### src/pkg/lamp_pkg.sv
package lamp_pkg;

  // system clock rate
  localparam int unsigned CLK_HZ = 20_000_000;

  // flash timing in milliseconds
  localparam int unsigned FLASH_ON_MS = 200;
  localparam int unsigned FLASH_GAP_MS = 200;
  localparam int unsigned GROUP_OFF_MS = 1000;
  localparam int unsigned BLINK_MS = 200;

  // cycles per 200 ms unit, rounded down
  localparam int unsigned UNIT_CYCLES = (CLK_HZ / 1000) * FLASH_ON_MS;
  // units per pattern section
  localparam int unsigned ON_UNITS = FLASH_ON_MS / FLASH_ON_MS;
  localparam int unsigned GAP_UNITS = FLASH_GAP_MS / FLASH_ON_MS;
  localparam int unsigned OFF_UNITS = GROUP_OFF_MS / FLASH_ON_MS;
  localparam int unsigned BLINK_UNITS = BLINK_MS / FLASH_ON_MS;
  localparam int unsigned SINGLE_LEN = ON_UNITS + OFF_UNITS;
  localparam int unsigned DOUBLE_LEN = 2 * ON_UNITS + GAP_UNITS + OFF_UNITS;

  localparam int CNT_W = 23;
  localparam int SEQ_W = 4;

  // register byte offsets
  localparam logic [3:0] CTRL_OFS = 4'h0;
  localparam logic [3:0] STAT_OFS = 4'h4;
  localparam logic [3:0] POINT_OFS = 4'h8;
  localparam int ADDR_W = 4;

  // control register fields
  localparam int CTRL_EN_BIT = 0;
  localparam int CTRL_TEST_BIT = 1;
  localparam logic [1:0] CTRL_RST = 2'h1;

  // status register fields
  localparam int ST_ETH_G_BIT = 0;
  localparam int ST_ETH_Y_BIT = 1;
  localparam int ST_RUN_BIT = 2;
  localparam int ST_ERR_BIT = 3;
  localparam int ST_232_BIT = 4;
  localparam int ST_485_BIT = 5;
  localparam int ST_FAULT_LSB = 8;

  // point register fields
  localparam int PT_IN_LSB = 0;
  localparam int PT_OUT_LSB = 16;

  localparam int N_IN = 16;
  localparam int N_OUT = 8;
  localparam int N_ACT = 3;

  typedef enum logic [1:0] {
    CAN_STOPPED = 2'b00,
    CAN_PREOP = 2'b01,
    CAN_OPER = 2'b10,
    CAN_OTHER = 2'b11
  } can_state_e;

  typedef enum logic [1:0] {
    FLT_NONE = 2'b00,
    FLT_WARN = 2'b01,
    FLT_OFFLINE = 2'b10,
    FLT_BUSOFF = 2'b11
  } fault_e;

endpackage : lamp_pkg

### src/comm_io_status_indicator_driver.sv
`timescale 1ns/1ps
module comm_io_status_indicator_driver #(
  parameter int unsigned UNIT_CYC = lamp_pkg::UNIT_CYCLES
) (
  input wire logic clk_sys,
  input wire logic rst,
  input wire logic [lamp_pkg::ADDR_W-1:0] avs_address,
  input wire logic avs_read,
  input wire logic avs_write,
  input wire logic [31:0] avs_writedata,
  input wire logic [3:0] avs_byteenable,
  output logic [31:0] avs_readdata,
  output logic avs_waitrequest,
  input wire logic eth_link_up,
  input wire logic eth_speed_100,
  input wire logic eth_activity,
  input wire logic [1:0] can_state,
  input wire logic can_warn,
  input wire logic can_slave_offline,
  input wire logic can_bus_off,
  input wire logic rs232_tx_active,
  input wire logic rs485_tx_active,
  input wire logic [lamp_pkg::N_IN-1:0] din,
  input wire logic [lamp_pkg::N_OUT-1:0] dout,
  output logic lamp_eth_green,
  output logic lamp_eth_yellow,
  output logic lamp_can_run,
  output logic lamp_can_err,
  output logic lamp_rs232,
  output logic lamp_rs485,
  output logic [lamp_pkg::N_IN-1:0] lamp_in,
  output logic [lamp_pkg::N_OUT-1:0] lamp_out
);
  import lamp_pkg::*;

  localparam logic [CNT_W-1:0] UNIT_LAST = CNT_W'(UNIT_CYC - 1);
  localparam logic [SEQ_W-1:0] SINGLE_LAST = SEQ_W'(SINGLE_LEN - 1);
  localparam logic [SEQ_W-1:0] DOUBLE_LAST = SEQ_W'(DOUBLE_LEN - 1);
  localparam logic [SEQ_W-1:0] ON_U = SEQ_W'(ON_UNITS);
  localparam logic [SEQ_W-1:0] GAP_U = SEQ_W'(GAP_UNITS);
  localparam logic [SEQ_W-1:0] BLINK_U = SEQ_W'(BLINK_UNITS);
  localparam logic [SEQ_W-1:0] SECOND_ON = SEQ_W'(ON_UNITS + GAP_UNITS);
  localparam logic [SEQ_W-1:0] SECOND_OFF = SEQ_W'(2 * ON_UNITS + GAP_UNITS);

  ////////////////////////////////////////////////////////////////////////
  // pattern time base

  logic [CNT_W-1:0] cnt_r, cnt_nxt;
  logic [SEQ_W-1:0] single_r, single_nxt;
  logic [SEQ_W-1:0] double_r, double_nxt;
  logic [SEQ_W-1:0] blink_cnt_r, blink_cnt_nxt;
  logic blink_r, blink_nxt;
  logic unit_end;

  // unit counter: one wrap per pattern unit
  always_comb begin
    unit_end = (cnt_r == UNIT_LAST);
    if (unit_end) begin
      cnt_nxt = '0;
    end else begin
      cnt_nxt = cnt_r + 1'b1;
    end
    single_nxt = single_r;
    double_nxt = double_r;
    blink_cnt_nxt = blink_cnt_r;
    blink_nxt = blink_r;
    if (unit_end) begin
      // flash phase counters wrap at group end
      if (single_r == SINGLE_LAST) begin
        single_nxt = '0;
      end else begin
        single_nxt = single_r + 1'b1;
      end
      if (double_r == DOUBLE_LAST) begin
        double_nxt = '0;
      end else begin
        double_nxt = double_r + 1'b1;
      end
      // blink phase flips every BLINK_U units
      if (blink_cnt_r == BLINK_U - 1'b1) begin
        blink_cnt_nxt = '0;
        blink_nxt = ~blink_r;
      end else begin
        blink_cnt_nxt = blink_cnt_r + 1'b1;
      end
    end
  end

  always_ff @(posedge clk_sys) begin
    if (rst) begin
      cnt_r <= '0;
      single_r <= '0;
      double_r <= '0;
      blink_cnt_r <= '0;
      blink_r <= 1'b1;
    end else begin
      cnt_r <= cnt_nxt;
      single_r <= single_nxt;
      double_r <= double_nxt;
      blink_cnt_r <= blink_cnt_nxt;
      blink_r <= blink_nxt;
    end
  end

  // flash shapes: on for one unit, gap, second flash, long off
  logic single_on, double_on;
  always_comb begin
    single_on = (single_r < ON_U);
    double_on = (double_r < ON_U) ||
                ((double_r >= SECOND_ON) && (double_r < SECOND_OFF));
  end

  ////////////////////////////////////////////////////////////////////////
  // traffic hold: a short burst keeps the lamp blinking to unit end

  logic [N_ACT-1:0] act_in, act_r, act_nxt;
  always_comb begin
    act_in = {rs485_tx_active, rs232_tx_active, eth_activity};
    // new activity wins over the unit-end clear
    if (unit_end) begin
      act_nxt = act_in;
    end else begin
      act_nxt = act_r | act_in;
    end
  end

  always_ff @(posedge clk_sys) begin
    if (rst) begin
      act_r <= '0;
    end else begin
      act_r <= act_nxt;
    end
  end

  ////////////////////////////////////////////////////////////////////////
  // register file

  logic [1:0] ctrl_r, ctrl_nxt;
  logic ack_r, ack_nxt;
  logic [31:0] rdata_r, rdata_nxt;
  logic req;
  logic [31:0] stat_word, point_word;
  fault_e fault;

  always_comb begin
    req = avs_read | avs_write;
    // one wait state: ack_r marks the answer cycle
    avs_waitrequest = req & ~ack_r;
    ack_nxt = req & ~ack_r;
    // status word assembled from live lamp state
    stat_word = '0;
    stat_word[ST_ETH_G_BIT] = lamp_eth_green;
    stat_word[ST_ETH_Y_BIT] = lamp_eth_yellow;
    stat_word[ST_RUN_BIT] = lamp_can_run;
    stat_word[ST_ERR_BIT] = lamp_can_err;
    stat_word[ST_232_BIT] = lamp_rs232;
    stat_word[ST_485_BIT] = lamp_rs485;
    stat_word[ST_FAULT_LSB +: 2] = fault;
    point_word = '0;
    point_word[PT_IN_LSB +: N_IN] = lamp_in;
    point_word[PT_OUT_LSB +: N_OUT] = lamp_out;
    ctrl_nxt = ctrl_r;
    rdata_nxt = rdata_r;
    // write lands on the edge that sees waitrequest low
    if (avs_write && ack_r) begin
      if (avs_address == CTRL_OFS && avs_byteenable[0]) begin
        ctrl_nxt = avs_writedata[1:0];
      end
    end
    // read word registered in the wait cycle, stands until next read
    if (req && !ack_r) begin
      if (avs_read) begin
        // unmapped reads return zero
        case (avs_address)
          CTRL_OFS: rdata_nxt = {30'h0, ctrl_r};
          STAT_OFS: rdata_nxt = stat_word;
          POINT_OFS: rdata_nxt = point_word;
          default: rdata_nxt = 32'h0;
        endcase
      end
    end
  end

  always_ff @(posedge clk_sys) begin
    if (rst) begin
      ctrl_r <= CTRL_RST;
      ack_r <= 1'b0;
      rdata_r <= '0;
    end else begin
      ctrl_r <= ctrl_nxt;
      ack_r <= ack_nxt;
      rdata_r <= rdata_nxt;
    end
  end

  assign avs_readdata = rdata_r;

  ////////////////////////////////////////////////////////////////////////
  // lamp decode

  logic lamp_en, lamp_test;
  logic eth_g_nxt, eth_y_nxt, run_nxt;
  logic err_nxt, s232_nxt, s485_nxt;
  logic [N_IN-1:0] in_nxt;
  logic [N_OUT-1:0] out_nxt;

  always_comb begin
    // control bits: enable and lamp test
    lamp_en = ctrl_r[CTRL_EN_BIT];
    lamp_test = ctrl_r[CTRL_TEST_BIT];
    // worst fault first
    if (can_bus_off) begin
      fault = FLT_BUSOFF;
    end else if (can_slave_offline) begin
      fault = FLT_OFFLINE;
    end else if (can_warn) begin
      fault = FLT_WARN;
    end else begin
      fault = FLT_NONE;
    end
    eth_g_nxt = eth_link_up & eth_speed_100;
    eth_y_nxt = act_r[0] & blink_r;
    case (can_state_e'(can_state))
      CAN_STOPPED: run_nxt = single_on;
      CAN_PREOP: run_nxt = blink_r;
      CAN_OPER: run_nxt = 1'b1;
      default: run_nxt = 1'b0;
    endcase
    case (fault)
      FLT_BUSOFF: err_nxt = 1'b1;
      FLT_OFFLINE: err_nxt = double_on;
      FLT_WARN: err_nxt = single_on;
      default: err_nxt = 1'b0;
    endcase
    s232_nxt = act_r[1] & blink_r;
    s485_nxt = act_r[2] & blink_r;
    in_nxt = din;
    out_nxt = dout;
    // lamp test lights all, blanking applies only when not testing
    if (lamp_test) begin
      eth_g_nxt = 1'b1;
      eth_y_nxt = 1'b1;
      run_nxt = 1'b1;
      err_nxt = 1'b1;
      s232_nxt = 1'b1;
      s485_nxt = 1'b1;
      in_nxt = '1;
      out_nxt = '1;
    end else if (!lamp_en) begin
      eth_g_nxt = 1'b0;
      eth_y_nxt = 1'b0;
      run_nxt = 1'b0;
      err_nxt = 1'b0;
      s232_nxt = 1'b0;
      s485_nxt = 1'b0;
      in_nxt = '0;
      out_nxt = '0;
    end
  end

  always_ff @(posedge clk_sys) begin
    if (rst) begin
      lamp_eth_green <= 1'b0;
      lamp_eth_yellow <= 1'b0;
      lamp_can_run <= 1'b0;
      lamp_can_err <= 1'b0;
      lamp_rs232 <= 1'b0;
      lamp_rs485 <= 1'b0;
      lamp_in <= '0;
      lamp_out <= '0;
    end else begin
      lamp_eth_green <= eth_g_nxt;
      lamp_eth_yellow <= eth_y_nxt;
      lamp_can_run <= run_nxt;
      lamp_can_err <= err_nxt;
      lamp_rs232 <= s232_nxt;
      lamp_rs485 <= s485_nxt;
      lamp_in <= in_nxt;
      lamp_out <= out_nxt;
    end
  end

endmodule : comm_io_status_indicator_driver

### config.mk
export PLATFORM = sky130hd
export DESIGN_NAME = comm_io_status_indicator_driver
export DESIGN_NICKNAME = d
export VERILOG_FILES = /design/src/pkg/lamp_pkg.sv /design/src/comm_io_status_indicator_driver.sv
export SDC_FILE = /design/constraint.sdc
export NUM_CORES = 1
export LEC_CHECK = 0
export ABC_AREA = 1
export ABC_CLOCK_PERIOD_IN_PS = 1800
export BUFFER_PORTS_ARGS = -buffer_cell sky130_fd_sc_hd__buf_4
export CORE_AREA = 3 3 87 110
export DETAILED_ROUTE_END_ITERATION = 7
export DIE_AREA = 0 0 90 113
export PLACE_DENSITY_LB_ADDON = 0.25
export SLEW_MARGIN = 20
export SYNTH_ARGS = -nofsm -noshare
export SYNTH_HDL_FRONTEND = slang
export SYNTH_SLANG_ARGS = --single-unit
### constraint.sdc
create_clock -name clk_sys -period 1.8 [get_ports clk_sys]
set_input_delay 0.54 -clock clk_sys [delete_from_list [all_inputs] [get_ports clk_sys]]
set_output_delay 0.54 -clock clk_sys [all_outputs]
set_load 0.02 [all_outputs]
### Word-level counts from Yosys, hierarchy flattened

Index checks and enable logic that the tools add are counted.

| storage, ports and cells | value |
|---|---|
| bits in writable memories | 0 |
| latch bits | 0 |
| word-level logic and storage cells | 83 |
| memories | 0 |
| memory bits (read-only) | 0 |
| register bits | 104 |

| cells by class | value |
|---|---|
| muxes and demuxes | 26 |
| multipliers | 0 |
| div/mod/pow operators | 0 |
| shift operators | 0 |
| bitwise logic cells | 9 |
| equality and inequality tests | 10 |
| add/subtract/negate cells | 4 |
| magnitude comparators | 4 |
| reduce and logical (&&, ||, !) cells | 13 |

Operators by type and width:

| cell | count |
|---|---|
| $pmux W24 S3 | 1 |
| $mux W16 | 2 |
| $add A23 B1 Y23 const B | 1 |
| $eq A23 B22 Y1 const B | 1 |
| $mux W8 | 2 |
| $mux W1 | 13 |
| $add A4 B1 Y4 const B | 3 |
| $eq A4 B3 Y1 const B | 3 |
| $mux W4 | 3 |
| $logic_not A4 Y1 | 2 |
| $lt A4 B1 Y1 const B | 2 |
| $eq A2 B2 Y1 const B | 3 |
| $pmux W1 S3 | 2 |
| $reduce_and A2 Y1 | 3 |
| $and A1 B1 Y1 | 5 |
| $eq A2 B1 Y1 const B | 2 |
| $eq A4 B4 Y1 const B | 1 |
| $ge A4 B2 Y1 const B | 1 |
| $logic_and A1 B1 Y1 | 4 |
| $lt A4 B2 Y1 const B | 1 |
| $mux W2 | 2 |
| $mux W3 | 1 |
| $or A3 B3 Y3 | 1 |
| $logic_not A2 Y1 | 1 |
| other kinds (5) | 6 |

### Depth between registers and ports, before layout

Gate-level depths: netlist (run 1).

| depth | value |
|---|---|
| word-level depth | 7 |
| depth in mapped cells | 9 |

### Worst setup path before layout (run 1)

No wires, ideal clock.

| path | value |
|---|---|
| path type | input -> register |
| start point | input port avs_write |
| end point | register rdata_r[14] (netlist: avs_readdata[14]) |
| stages | 7 |
| path buffers | 1 |
| data required time | 1730 ps |
| slack | 284 ps |
| arrival | 1446 ps |
| cells stage by stage | nor2_1 -> nor2_2 -> nand2_2 -> nor2_4 -> buf_4 -> nand2_1 -> a21oi_1 |

| between the ends | value |
|---|---|
| word-level cells in the longest chain between the ends | 3 |

RTL lines:

| element | RTL line | source |
|---|---|---|
| from (decl) | comm_io_status_indicator_driver.sv:9 | `input wire logic avs_write,` |
| $or A1 B1 Y1 | comm_io_status_indicator_driver.sv:146 | `req = avs_read \| avs_write;` |
| $logic_and A1 B1 Y1 | comm_io_status_indicator_driver.sv:171 | `if (req && !ack_r) begin` |
| $reduce_and A2 Y1 (no source line) | -- |  |
| to (signal assigned) | comm_io_status_indicator_driver.sv:192 | `rdata_r <= rdata_nxt;` |
| to (decl) | comm_io_status_indicator_driver.sv:140 | `logic [31:0] rdata_r, rdata_nxt;` |

Every way passes these cells.
A chain may end at the register's enable or synchronous reset.

### Worst setup path in the final report (run 1)

| path | value |
|---|---|
| start point | register cnt_r[0] |
| end point | register cnt_r[22] |

| between the ends | value |
|---|---|
| word-level cells in the longest chain between the ends | 2 |
| elaborated cells between the ends (all ways) | 3 |
| classes of those cells | add/sub: 1; eq/ne: 1; reduce/logical: 1 |

RTL lines:

| element | RTL line | source |
|---|---|---|
| from (decl) | comm_io_status_indicator_driver.sv:48 | `logic [CNT_W-1:0] cnt_r, cnt_nxt;` |
| from (signal assigned) | comm_io_status_indicator_driver.sv:97 | `cnt_r <= cnt_nxt;` |
| parallel branches: the longest is 2 deep, another holds $add A23 B1 Y23 | -- |  |

Parallel ways; which one is timed is not known.

==> results of run 1 <==
==> per-stage QoR <==
step	hold WS (ps)	setup WS [ps]	power, uW	util (%)	cells
after floorplan	418	284	2460	-	606
after global placement	429	178	2630	59.2	803
after detailed placement	437	126	2630	59.2	803
after CTS	362	115	3950	61.4	819
after global routing	364	74.6	4080	61.4	819
final	374	199	3920	61.4	819
==> power by group through the flow <==
stage / sequential, uW / clock, uW / combinational, uW
3_3_place_gp: 2260 / 0 / 367
6_report: 2210 / 1330 / 372
2_1_floorplan: 2300 / 0 / 157
4_1_cts: 2210 / 1370 / 373
3_5_place_dp: 2260 / 0 / 372
5_1_grt: 2220 / 1460 / 403
==> registers in the layout, indices dropped and copies added, names as in the netlist, 2 cells and up <==
name,flops
act_r,3
avs_readdata,24
blink_cnt_r,4
cnt_r,23
ctrl_r,2
double_r,4
lamp_in,16
lamp_out,8
single_r,4
==> worst max-delay path, cell delays in order (launching register included) <==
cell and delay (ps):
dfxtp_1 360, ha_1 230, nand3_2 130, buf_4 170, nor2_2 160, nand3_1 190
nor2_1 130, nand2_1 60, nand2_1 60, nor2_1 40
==> cells by family after synthesis <==
kind of cell    share of synthesized area (%)
other cells                            0.0872
simple gates                             31.9
xor+xnor                                 2.24
fa+ha+maj                                1.74
compound gates                           11.0
flops                                    44.7
buf+inv                                  8.37
==> synth_stat cells, types with 4 or more instances <==
| cell type | count |
|---|---|
| buf_6 | 4 |
| nor2_4 | 5 |
| xor2_1 | 7 |
| nor2_1 | 62 |
| nand4_1 | 9 |
| inv_1 | 45 |
| xnor2_1 | 4 |
| nor2_2 | 8 |
| nand3_1 | 34 |
| dfxtp_1 | 96 |
| a21oi_1 | 76 |
| buf_4 | 10 |
| clkbuf_1 | 13 |
| nand2_2 | 4 |
| ha_1 | 6 |
| nand2_1 | 184 |
| o21ai_0 | 9 |
==> final cells by class <==
cell class | instances | area share [%]
clock buffer | 9 | 2.33
clock inverter | 7 | 1.18
inverter | 47 | 3.32
multi-input combinational | 433 | 38.6
sequential | 96 | 36.2
tap | 120 | 2.82
timing repair buffer | 107 | 15.6
==> metal layers <==
layer,GRT usage (%),share of wire [%],vias to the layer above
li1,-,-,2074
met1,21.8,43,1816
met2,37.1,51,91
met3,5.12,4.2,8
met4,6.84,1.1,0
met5,0,0,-
==> worst min-delay path by stage <==
| stage | depth (start not counted) | end | startpoint | slack [ps] |
|---|---|---|---|---|
| final | 3 | act_r[1]$_SDFF_PP0_ | rs232_tx_active | 370 |
| after global routing | 3 | act_r[1]$_SDFF_PP0_ | rs232_tx_active | 360 |
| after CTS | 3 | act_r[1]$_SDFF_PP0_ | rs232_tx_active | 360 |
| after detailed placement | 1 | cnt_r[0]$_SDFF_PP0_ | cnt_r[0]$_SDFF_PP0_ | 440 |
| after global placement | 1 | cnt_r[0]$_SDFF_PP0_ | cnt_r[0]$_SDFF_PP0_ | 430 |
| after floorplan | 1 | cnt_r[0]$_SDFF_PP0_ | cnt_r[0]$_SDFF_PP0_ | 420 |
==> reports/results.tsv, run 1 <==
stage	metric	value	unit
worst_setup_path	CP startpoint	cnt_r[0]$_SDFF_PP0_	
power	Psw	1050	uW
cts	postcts setup bufs	0	
sta	final cycle utilization of the critical path	88.9	%
min_path	worst hold path type	primary input to flip-flop	
grt	first-pass GRT wire length	16600	um
cells_and_area	Fillers	801	
cts	TritonCTS clock tree	yes	
worst_setup_path	R2R cell count	9	
placement	dpl cell area	5120	um^2
floorplanning	chip height	113	um
grt	GRT overflow	0	
floorplanning	die width	90	um
cts	H-Tree Level Count	3	
cells_and_area	layout cells sized above 1	21.5	%
synth	share of the synthesized area in the top cell type	44.7	%
worst_setup_path	Setup crit end	cnt_r[22]$_SDFF_PP0_	
worst_setup_path	R2R Path Start	cnt_r[0]$_SDFF_PP0_	
grt	pin count of the biggest net entering global routing	70	
floorplanning	FP Rows	38	
cells_and_area	synthesis-to-finish area growth	23.5	%
power	clock power share	34.1	%
sta	Max Slew Vio Count	0	
power	sw frac	26.7	%
placement	# port buffers	99	
grt	Tot GR Track Use	19.9	%
route	via/cell ratio	4.87	
route	Post-Route WL	10200	um
sta	setup violators final	0	
synth	Synth area leaders	dfxtp_1, nand2_1, a21oi_1, nor2_1, nand3_1	
run_status	outcome	finished, final reports clean	
route	Antenna Violating Nets Remaining	0	
sta	Post-Route Skew	11.3	ps
placement	dpl hpwl	7530	um
cells_and_area	storage element area	1920	um^2
power	VDD IR-drop max	0.481	mV
synth	Post-Synthesis Cells	599	
route	drt pass-1 iters	5	
cts	Clock Pin Slew Worst Setup and Hold Paths	100	ps
synth	sequential share of the synthesized area	44.7	%
sta	setup repair after global routing missed its margin	false	
power	sequential power share	56.4	%
route	DRC errors left	0	
cts	Max Buffers Root-to-Sink	2	
cts	total CTS buffers	9	
worst_setup_path	crit path max fanout	4	
route	average wire per standard cell	12.4	um
floorplanning	DIE AREA	10200	um^2
synth	Post-synth EDFFs	0	
cts	hold_buf cts	0	
synth	Synth Flop Type	dfxtp_1	
worst_setup_path	crit path launch type	flip-flop	
cells_and_area	nets@finish	778	
cells_and_area	most frequent cells in the layout	nand2_1, buf_4, dfxtp_1	
cells_and_area	design area	5320	um^2
worst_setup_path	Worst Path Class, Setup	flip-flop to flip-flop	
power	pwr dens	737	nW/um^2
route	vias after detailed routing	3989	
worst_setup_path	worst r2r dst	cnt_r[22]$_SDFF_PP0_	
worst_setup_path	Worst Path Required	2070	ps
sta	Max Clock Freq	625	MHz
sta	min cycle time layout	1600	ps
placement	gpl congestion	0.869	
synth	Synth Area per Inst	7.18	um^2
sta	final hold violations	0	
synth	top cell type by total area after synthesis	dfxtp_1	
floorplanning	io pins	141	
synth	Post-Syn Area	4300	um^2
cts	Root Driver	clkbuf_8	
worst_setup_path	Crit. End Element	flip-flop	
floorplanning	Core Footprint	8650	um^2
route	1st-iter DRT viols	144	
cells_and_area	area of the multi-input gates	2050	um^2
run	max-cap violations	0	
worst_setup_path	worst reg2reg setup slack	200	ps
grt	initial antenna violation count	0	
power	Lkg Pwr	0.00229	uW
grt	vias in the first global route	3710	
synth	asr flop ratio synth	0	%
cells_and_area	most common cell after layout, fill and taps aside	nand2_1	
cts	clock latency on the worst-skew pair	360	ps
power	Logic pwr share	9.5	%
synth	Synth warnings	0	
floorplanning	Starting Density	49.7	%
synth	post-synth cell types	31	
sta	Setup TNS Final	0	ps
cts	clock net sink count	96	
worst_setup_path	Worst EP arrival	1870	ps
cts	PostCTS Resize Cnt	0	
synth	FF+latch count, synth	96	
cells_and_area	ANT cells	0	
power	internal cell power	2870	uW
Power figures use the tool's default switching activity.
==> run 2, diff against run 1 <==
--- a/config.mk
+++ b/config.mk
@@ -5,12 +5,11 @@
 export SDC_FILE = /design/constraint.sdc
 export NUM_CORES = 1
 export LEC_CHECK = 0
-export ABC_AREA = 1
 export ABC_CLOCK_PERIOD_IN_PS = 1800
 export BUFFER_PORTS_ARGS = -buffer_cell sky130_fd_sc_hd__buf_4
-export CORE_AREA = 3 3 87 110
+export CORE_AREA = 3 3 94 96
 export DETAILED_ROUTE_END_ITERATION = 7
-export DIE_AREA = 0 0 90 113
+export DIE_AREA = 0 0 97 99
 export PLACE_DENSITY_LB_ADDON = 0.25
 export SLEW_MARGIN = 20
 export SYNTH_ARGS = -nofsm -noshare
==> reports/results.tsv, run 2 <==
stage	metric	value	unit
synth	Post-Syn Area	3960	um^2
cells_and_area	nets@finish	669	
placement	# port buffers	99	
route	met1 wire length	4450	um
worst_setup_path	Buffers & Inverters on Critical Path	0	
route	1st-iter DRT viols	142	
worst_setup_path	crit path max fanout	7	
floorplanning	FP Rows	33	
cells_and_area	max reg flops	24	
synth	Synth area leaders	dfxtp_1, nor2_1, a21oi_1, a22oi_1, nand3_1	
cells_and_area	layout cells sized above 1	32.3	%
cells_and_area	synthesis-to-finish area growth	35.2	%
grt	vias in the first global route	3536	
grt	initial antenna violation count	0	
route	average wire per standard cell	14.5	um
synth	share of the synthesized area in the top cell type	48.6	%
cts	Root Driver	clkbuf_8	
route	vias after detailed routing	3744	
min_path	worst hold path type	primary input to flip-flop	
synth	Synth Flop Type	dfxtp_1	
worst_setup_path	slowest cell on the critical path	or4_4	
cts	total CTS buffers	9	
run	max-cap violations	0	
grt	Tot GR Track Use	20.8	%
route	routed wl met3	523	um
route	drt pass-1 iters	4	
power	Logic pwr share	10.4	%
floorplanning	io pins	141	
synth	sequential share of the synthesized area	48.6	%
worst_setup_path	delay-heaviest family, CP	simple AND/OR/NAND/NOR gates	
power	Psw	994	uW
sta	Max Slew Vio Count	0	
worst_setup_path	Worst EP arrival	2040	ps
route	Post-Route WL	10100	um
cts	clock net sink count	96	
route	DRC errors left	0	
floorplanning	chip height	99	um
cts	clock latency on the worst-skew pair	350	ps
synth	top cell type by total area after synthesis	dfxtp_1	
floorplanning	DIE AREA	9600	um^2
power	pwr dens	749	nW/um^2
worst_setup_path	crit path cell chain	ha_4 > nand3_4 > or4_4 > or4_1 > a21oi_1	
cells_and_area	ANT cells	0	
floorplanning	Starting Density	48.7	%
worst_setup_path	Worst Path Class, Setup	flip-flop to flip-flop	
sta	final cycle utilization of the critical path	97.6	%
sta	Post-Route Skew	11.0	ps
synth	FF+latch count, synth	96	
synth	asr flop ratio synth	0	%
grt	first-pass GRT wire length	16600	um
route	via/cell ratio	5.39	
cts	H-Tree Level Count	3	
floorplanning	Core Footprint	8130	um^2
cts	Max Buffers Root-to-Sink	2	
floorplanning	die width	97	um
power	sw frac	24.8	%
synth	Synth warnings	0	
route	max layer used	met4	
sta	final hold violations	0	
cells_and_area	Fillers	689	
sta	Setup TNS Final	0	ps
synth	post-synth cell types	46	
worst_setup_path	worst reg2reg setup slack	40	ps
cts	TritonCTS clock tree	yes	
synth	Post-Synthesis Cells	456	
cells_and_area	most common cell after layout, fill and taps aside	buf_4	
power	Lkg Pwr	0.00221	uW
cells_and_area	fin cells	694	
sta	Max Clock Freq	569	MHz
synth	Commonest cells post-synth	dfxtp_1, nor2_1, a21oi_1, clkbuf_1, a22oi_1	
worst_setup_path	Critical Path Max Stage Delay	530	ps
placement	placement-stage worst setup slack	-82.5	ps
run_status	outcome	finished, final reports clean	
synth	most common cell in the synthesized netlist	dfxtp_1	
grt	GRT overflow	0	
placement	gpl congestion	0.851	
worst_setup_path	crit path launch type	flip-flop	
worst_setup_path	Crit. End Element	flip-flop	
route	routed wl met2	4950	um
power	total power	4010	uW
synth	Synth Area per Inst	8.68	um^2
sta	setup repair after global routing missed its margin	true	
grt	pin count of the biggest net entering global routing	32	
power	VDD IR-drop max	0.391	mV
sta	min cycle time layout	1760	ps
power	sequential power share	55.3	%
cts	hold_buf cts	0	
power	clock power share	34.4	%
cells_and_area	final core occ	65.8	%
worst_setup_path	Worst Path Required	2080	ps
placement	Placed Cells	672	
cells_and_area	most frequent cells in the layout	buf_4, dfxtp_1, nor2_1	
power	internal cell power	3010	uW
sta	crit path setup slack, layout	43.1	ps
cts	Clock Pin Slew Worst Setup and Hold Paths	90	ps
synth	Post-synth EDFFs	0	
route	Antenna Violating Nets Remaining	0	
placement	dpl hpwl	7420	um
sta	setup violators final	0	
-- run 2: cell types whose count changed in the layout (fill, tap and decap cells not counted), moves of 7 or more --
cell / delta
a21oi_1: -23
a22oi_1: +23
buf_4: +41
dfxtp_1: -11
dfxtp_2: +10
inv_1: -30
nand2_1: -175
nand3_1: -14
nor2_1: +12
nor2_2: -7
nor2b_1: +7
o21ai_0: +9
or4_1: +8
-- run 2: tightest hold or removal path: cells and delay by family --
family	cells	cell delay (ps)
AOI/OAI and AO/OA	1	50
buffers and inverters	1	70
and+or+nand+nor	1	70
-- run 2: cell type report --
class	instances	area, um^2	share of cell area [%]
sequential	96	1940	36.2
multi-input combinational	314	1890	35.4
timing repair buffer	149	1140	21.3
tap	105	131	2.46
clock buffer	9	124	2.32
clock inverter	6	68.8	1.29
inverter	15	56.3	1.05
-- run 2: what timing repair did --
| item | in CTS | in global routing |
|---|---|---|
| endpoints found under the hold margin | 0 | 0 |
| setup endpoints to repair | 8 | 8 |
| gates resized for setup | 6 | 16 |
| gates cloned | 0 | 0 |
| setup buffers | 0 | 7 |
| pin swaps | 1 | 9 |
-- run 2: path summary, 6_finish.rpt --
path	start	endpoint	cells past startpoint
setup / recovery	cnt_r[0]$_SDFF_PP0_	cnt_r[22]$_SDFF_PP0_	5
hold / removal	din[15]	lamp_in[15]$_SDFF_PP0_	3
setup reg to reg	cnt_r[0]$_SDFF_PP0_	cnt_r[22]$_SDFF_PP0_	5
hold reg to reg	act_r[1]$_SDFF_PP0_	act_r[1]$_SDFF_PP0_	2
-- run 2: cell families after synthesis --
kind of cell	count (synthesis)	synth area share (%)
AND/OR/NAND/NOR	166	21.6
AO/OA/AOI/OAI	116	17.9
flip-flops	96	48.6
buffers and inverters	53	5.88
XOR/XNOR	14	3.10
adder cells (fa/ha/maj)	6	1.90
multiplexers	4	1.01
other	1	0.0948
-- run 2: power by group through the flow --
stage               clock, uW  sequential [uW]  combinational [uW]
detailed placement          0             2260                 410
finish                   1380             2210                 415
global route             1520             2220                 450
CTS                      1410             2220                 411
global placement            0             2260                 403
floorplan                   0             2310                 160
-- run 2: layer usage --
metal / global-route usage [%] / vias up
met5: 0 / -
met4: 7.67 / 0
met3: 3.96 / 18
met2: 36.4 / 107
met1: 25.4 / 1767
li1: - / 1852
-- run 2: through the flow --
step	hold WS, ps	instance area [um^2]
4_1_cts	398	5250
3_5_place_dp	470	5040
5_1_grt	404	5350
6_report	411	5350
3_3_place_gp	453	5040
2_1_floorplan	452	4010
==> run 3, diff against run 2 <==
--- a/config.mk
+++ b/config.mk
@@ -7,9 +7,9 @@
 export LEC_CHECK = 0
 export ABC_CLOCK_PERIOD_IN_PS = 1800
 export BUFFER_PORTS_ARGS = -buffer_cell sky130_fd_sc_hd__buf_4
-export CORE_AREA = 3 3 94 96
+export CORE_AREA = 3 3 98 100
 export DETAILED_ROUTE_END_ITERATION = 7
-export DIE_AREA = 0 0 97 99
+export DIE_AREA = 0 0 101 103
 export PLACE_DENSITY_LB_ADDON = 0.25
 export SLEW_MARGIN = 20
 export SYNTH_ARGS = -nofsm -noshare
==> reports/results.tsv, run 3 (synthesis results as in run 2) <==
stage	metric	value	unit
route	Post-Route WL	10100	um
route	1st-iter DRT viols	142	
power	pwr dens	751	nW/um^2
sta	min cycle time layout	1740	ps
sta	Max Slew Vio Count	0	
sta	final cycle utilization of the critical path	96.9	%
power	sw frac	26.4	%
sta	Post-Route Skew	18.9	ps
power	total power	3930	uW
grt	vias in the first global route	3432	
power	Psw	1040	uW
grt	initial antenna violation count	0	
power	Lkg Pwr	0.00213	uW
cells_and_area	most frequent cells in the layout	buf_4, dfxtp_1, nor2_1	
cells_and_area	layout cells sized above 1	29.8	%
sta	setup violators final	0	
worst_setup_path	crit path max fanout	7	
route	drt pass-1 iters	5	
route	Antenna Violating Nets Remaining	0	
floorplanning	FP Rows	34	
floorplanning	io pins	141	
cells_and_area	most common cell after layout, fill and taps aside	buf_4	
min_path	worst hold path type	primary input to flip-flop	
power	VDD IR-drop max	0.381	mV
run	max-cap violations	0	
sta	Max Clock Freq	573	MHz
floorplanning	Core Footprint	8760	um^2
grt	Tot GR Track Use	19.1	%
route	vias after detailed routing	3705	
cells_and_area	design area	5230	um^2
route	via/cell ratio	5.40	
cells_and_area	nets@finish	657	
floorplanning	die width	101	um
run_status	outcome	finished, final reports clean	
sta	setup repair after global routing missed its margin	true	
placement	dpl cell area	5000	um^2
floorplanning	chip height	103	um
worst_setup_path	Worst Path Required	2100	ps
cts	TritonCTS clock tree	yes	
route	average wire per standard cell	14.8	um
cts	clock net sink count	96	
power	clock power share	33.3	%
worst_setup_path	CP startpoint	cnt_r[12]$_SDFF_PP0_	
route	DRC errors left	0	
cells_and_area	fin cells	686	
worst_setup_path	Crit. End Element	flip-flop	
cells_and_area	Fillers	796	
cts	Root Driver	clkbuf_8	
cts	H-Tree Level Count	3	
floorplanning	Starting Density	45.2	%
cts	total CTS buffers	9	
floorplanning	DIE AREA	10400	um^2
sta	WHS	396	ps
cells_and_area	synthesis-to-finish area growth	32.1	%
cells_and_area	ANT cells	0	
power	Logic pwr share	10.4	%
worst_setup_path	Worst EP arrival	2050	ps
grt	first-pass GRT wire length	16000	um
placement	gpl congestion	0.860	
power	sequential power share	56.3	%
grt	GRT overflow	0	
min_path	HP Start	dout[2]	
worst_setup_path	crit path launch type	flip-flop	
worst_setup_path	Worst Path Class, Setup	flip-flop to flip-flop	
sta	Worst slew margin	62.9	%
cts	Clock Pin Slew Worst Setup and Hold Paths	110	ps
cts	clock latency on the worst-skew pair	370	ps
cts	Max Buffers Root-to-Sink	2	
power	internal cell power	2890	uW
grt	pin count of the biggest net entering global routing	26	
placement	dpl hpwl	7460	um
sta	Slew @ Worst Pin	556	ps
cts	hold_buf cts	0	
cells_and_area	final core occ	59.7	%
cells_and_area	max reg flops	24	
worst_setup_path	R2R Path Start	cnt_r[12]$_SDFF_PP0_	
cts	postcts setup bufs	0	
sta	final hold violations	0	
placement	# port buffers	99	
placement	Placed Cells	670	
[run 3: changes by cell type in the layout (fill, tap and decap cells not counted), sizes merged]
| cell | previous run | this run |
|---|---|---|
| buf | 149 | 137 |
| clkbuf | 9 | 10 |
| inv | 16 | 17 |
| clkinvlp | 4 | 2 |
| bufinv | 1 | 0 |
| clkinv | 0 | 2 |
[run 3: power by group through the flow]
stage          Clock, uW  Combinational, uW  Sequential (uW)
6_report            1310                407             2210
4_1_cts             1350                409             2210
3_5_place_dp           0                407             2260
3_3_place_gp           0                401             2260
2_1_floorplan          0                160             2310
5_1_grt             1440                443             2220
[run 3: worst max-delay path: stages, from the launching register on]
cell and delay (ps):
dfxtp_1 340, buf_6 120, nand4_1 100, or4_4 580, or4_4 430, a21oi_2 120
[run 3: through the flow]
stage	setup slack (ps)	TNS [ps]
global route	-11.5	-15.4
global placement	-1.95	-1.95
detailed placement	-62.9	-95.3
CTS	7.97	0
finish	56.3	0
floorplan	-49.6	-49.6
[run 3: routing by layer]
layer | vias to the layer above | wire [um] | GRT usage, %
li1 | 1833 | - | -
met1 | 1746 | 4270 | 24.3
met2 | 112 | 5110 | 32.1
met3 | 14 | 587 | 4.40
met4 | 0 | 152 | 6.44
met5 | - | 0 | 0
[run 3: layout make-up]
class                           count  area (um^2)  share of cell area (%)
Sequential cell                    96         1930                    36.9
Clock inverter                      6         52.6                    1.01
Tap cell                          108          135                    2.58
Inverter                           15         56.3                    1.08
Timing Repair Buffer              137         1040                    20.0
Clock buffer                       10          128                    2.44
Multi-Input combinational cell    314         1880                    36.0
[run 3: path summary, 6_finish.rpt]
kind	end	slack (ps)	cells after the start
setup / recovery	cnt_r[22]$_SDFF_PP0_	60	5
hold / removal	lamp_out[2]$_SDFF_PP0_	400	3
setup reg to reg	cnt_r[22]$_SDFF_PP0_	60	5
hold reg to reg	avs_readdata[8]$_SDFFE_PP0P_	460	2
[run 3: repair_timing]
item	4_1_cts	5_1_grt
pin swaps	1	3
gates resized for setup	3	10
cloned	0	0
endpoints found under the setup margin	5	6
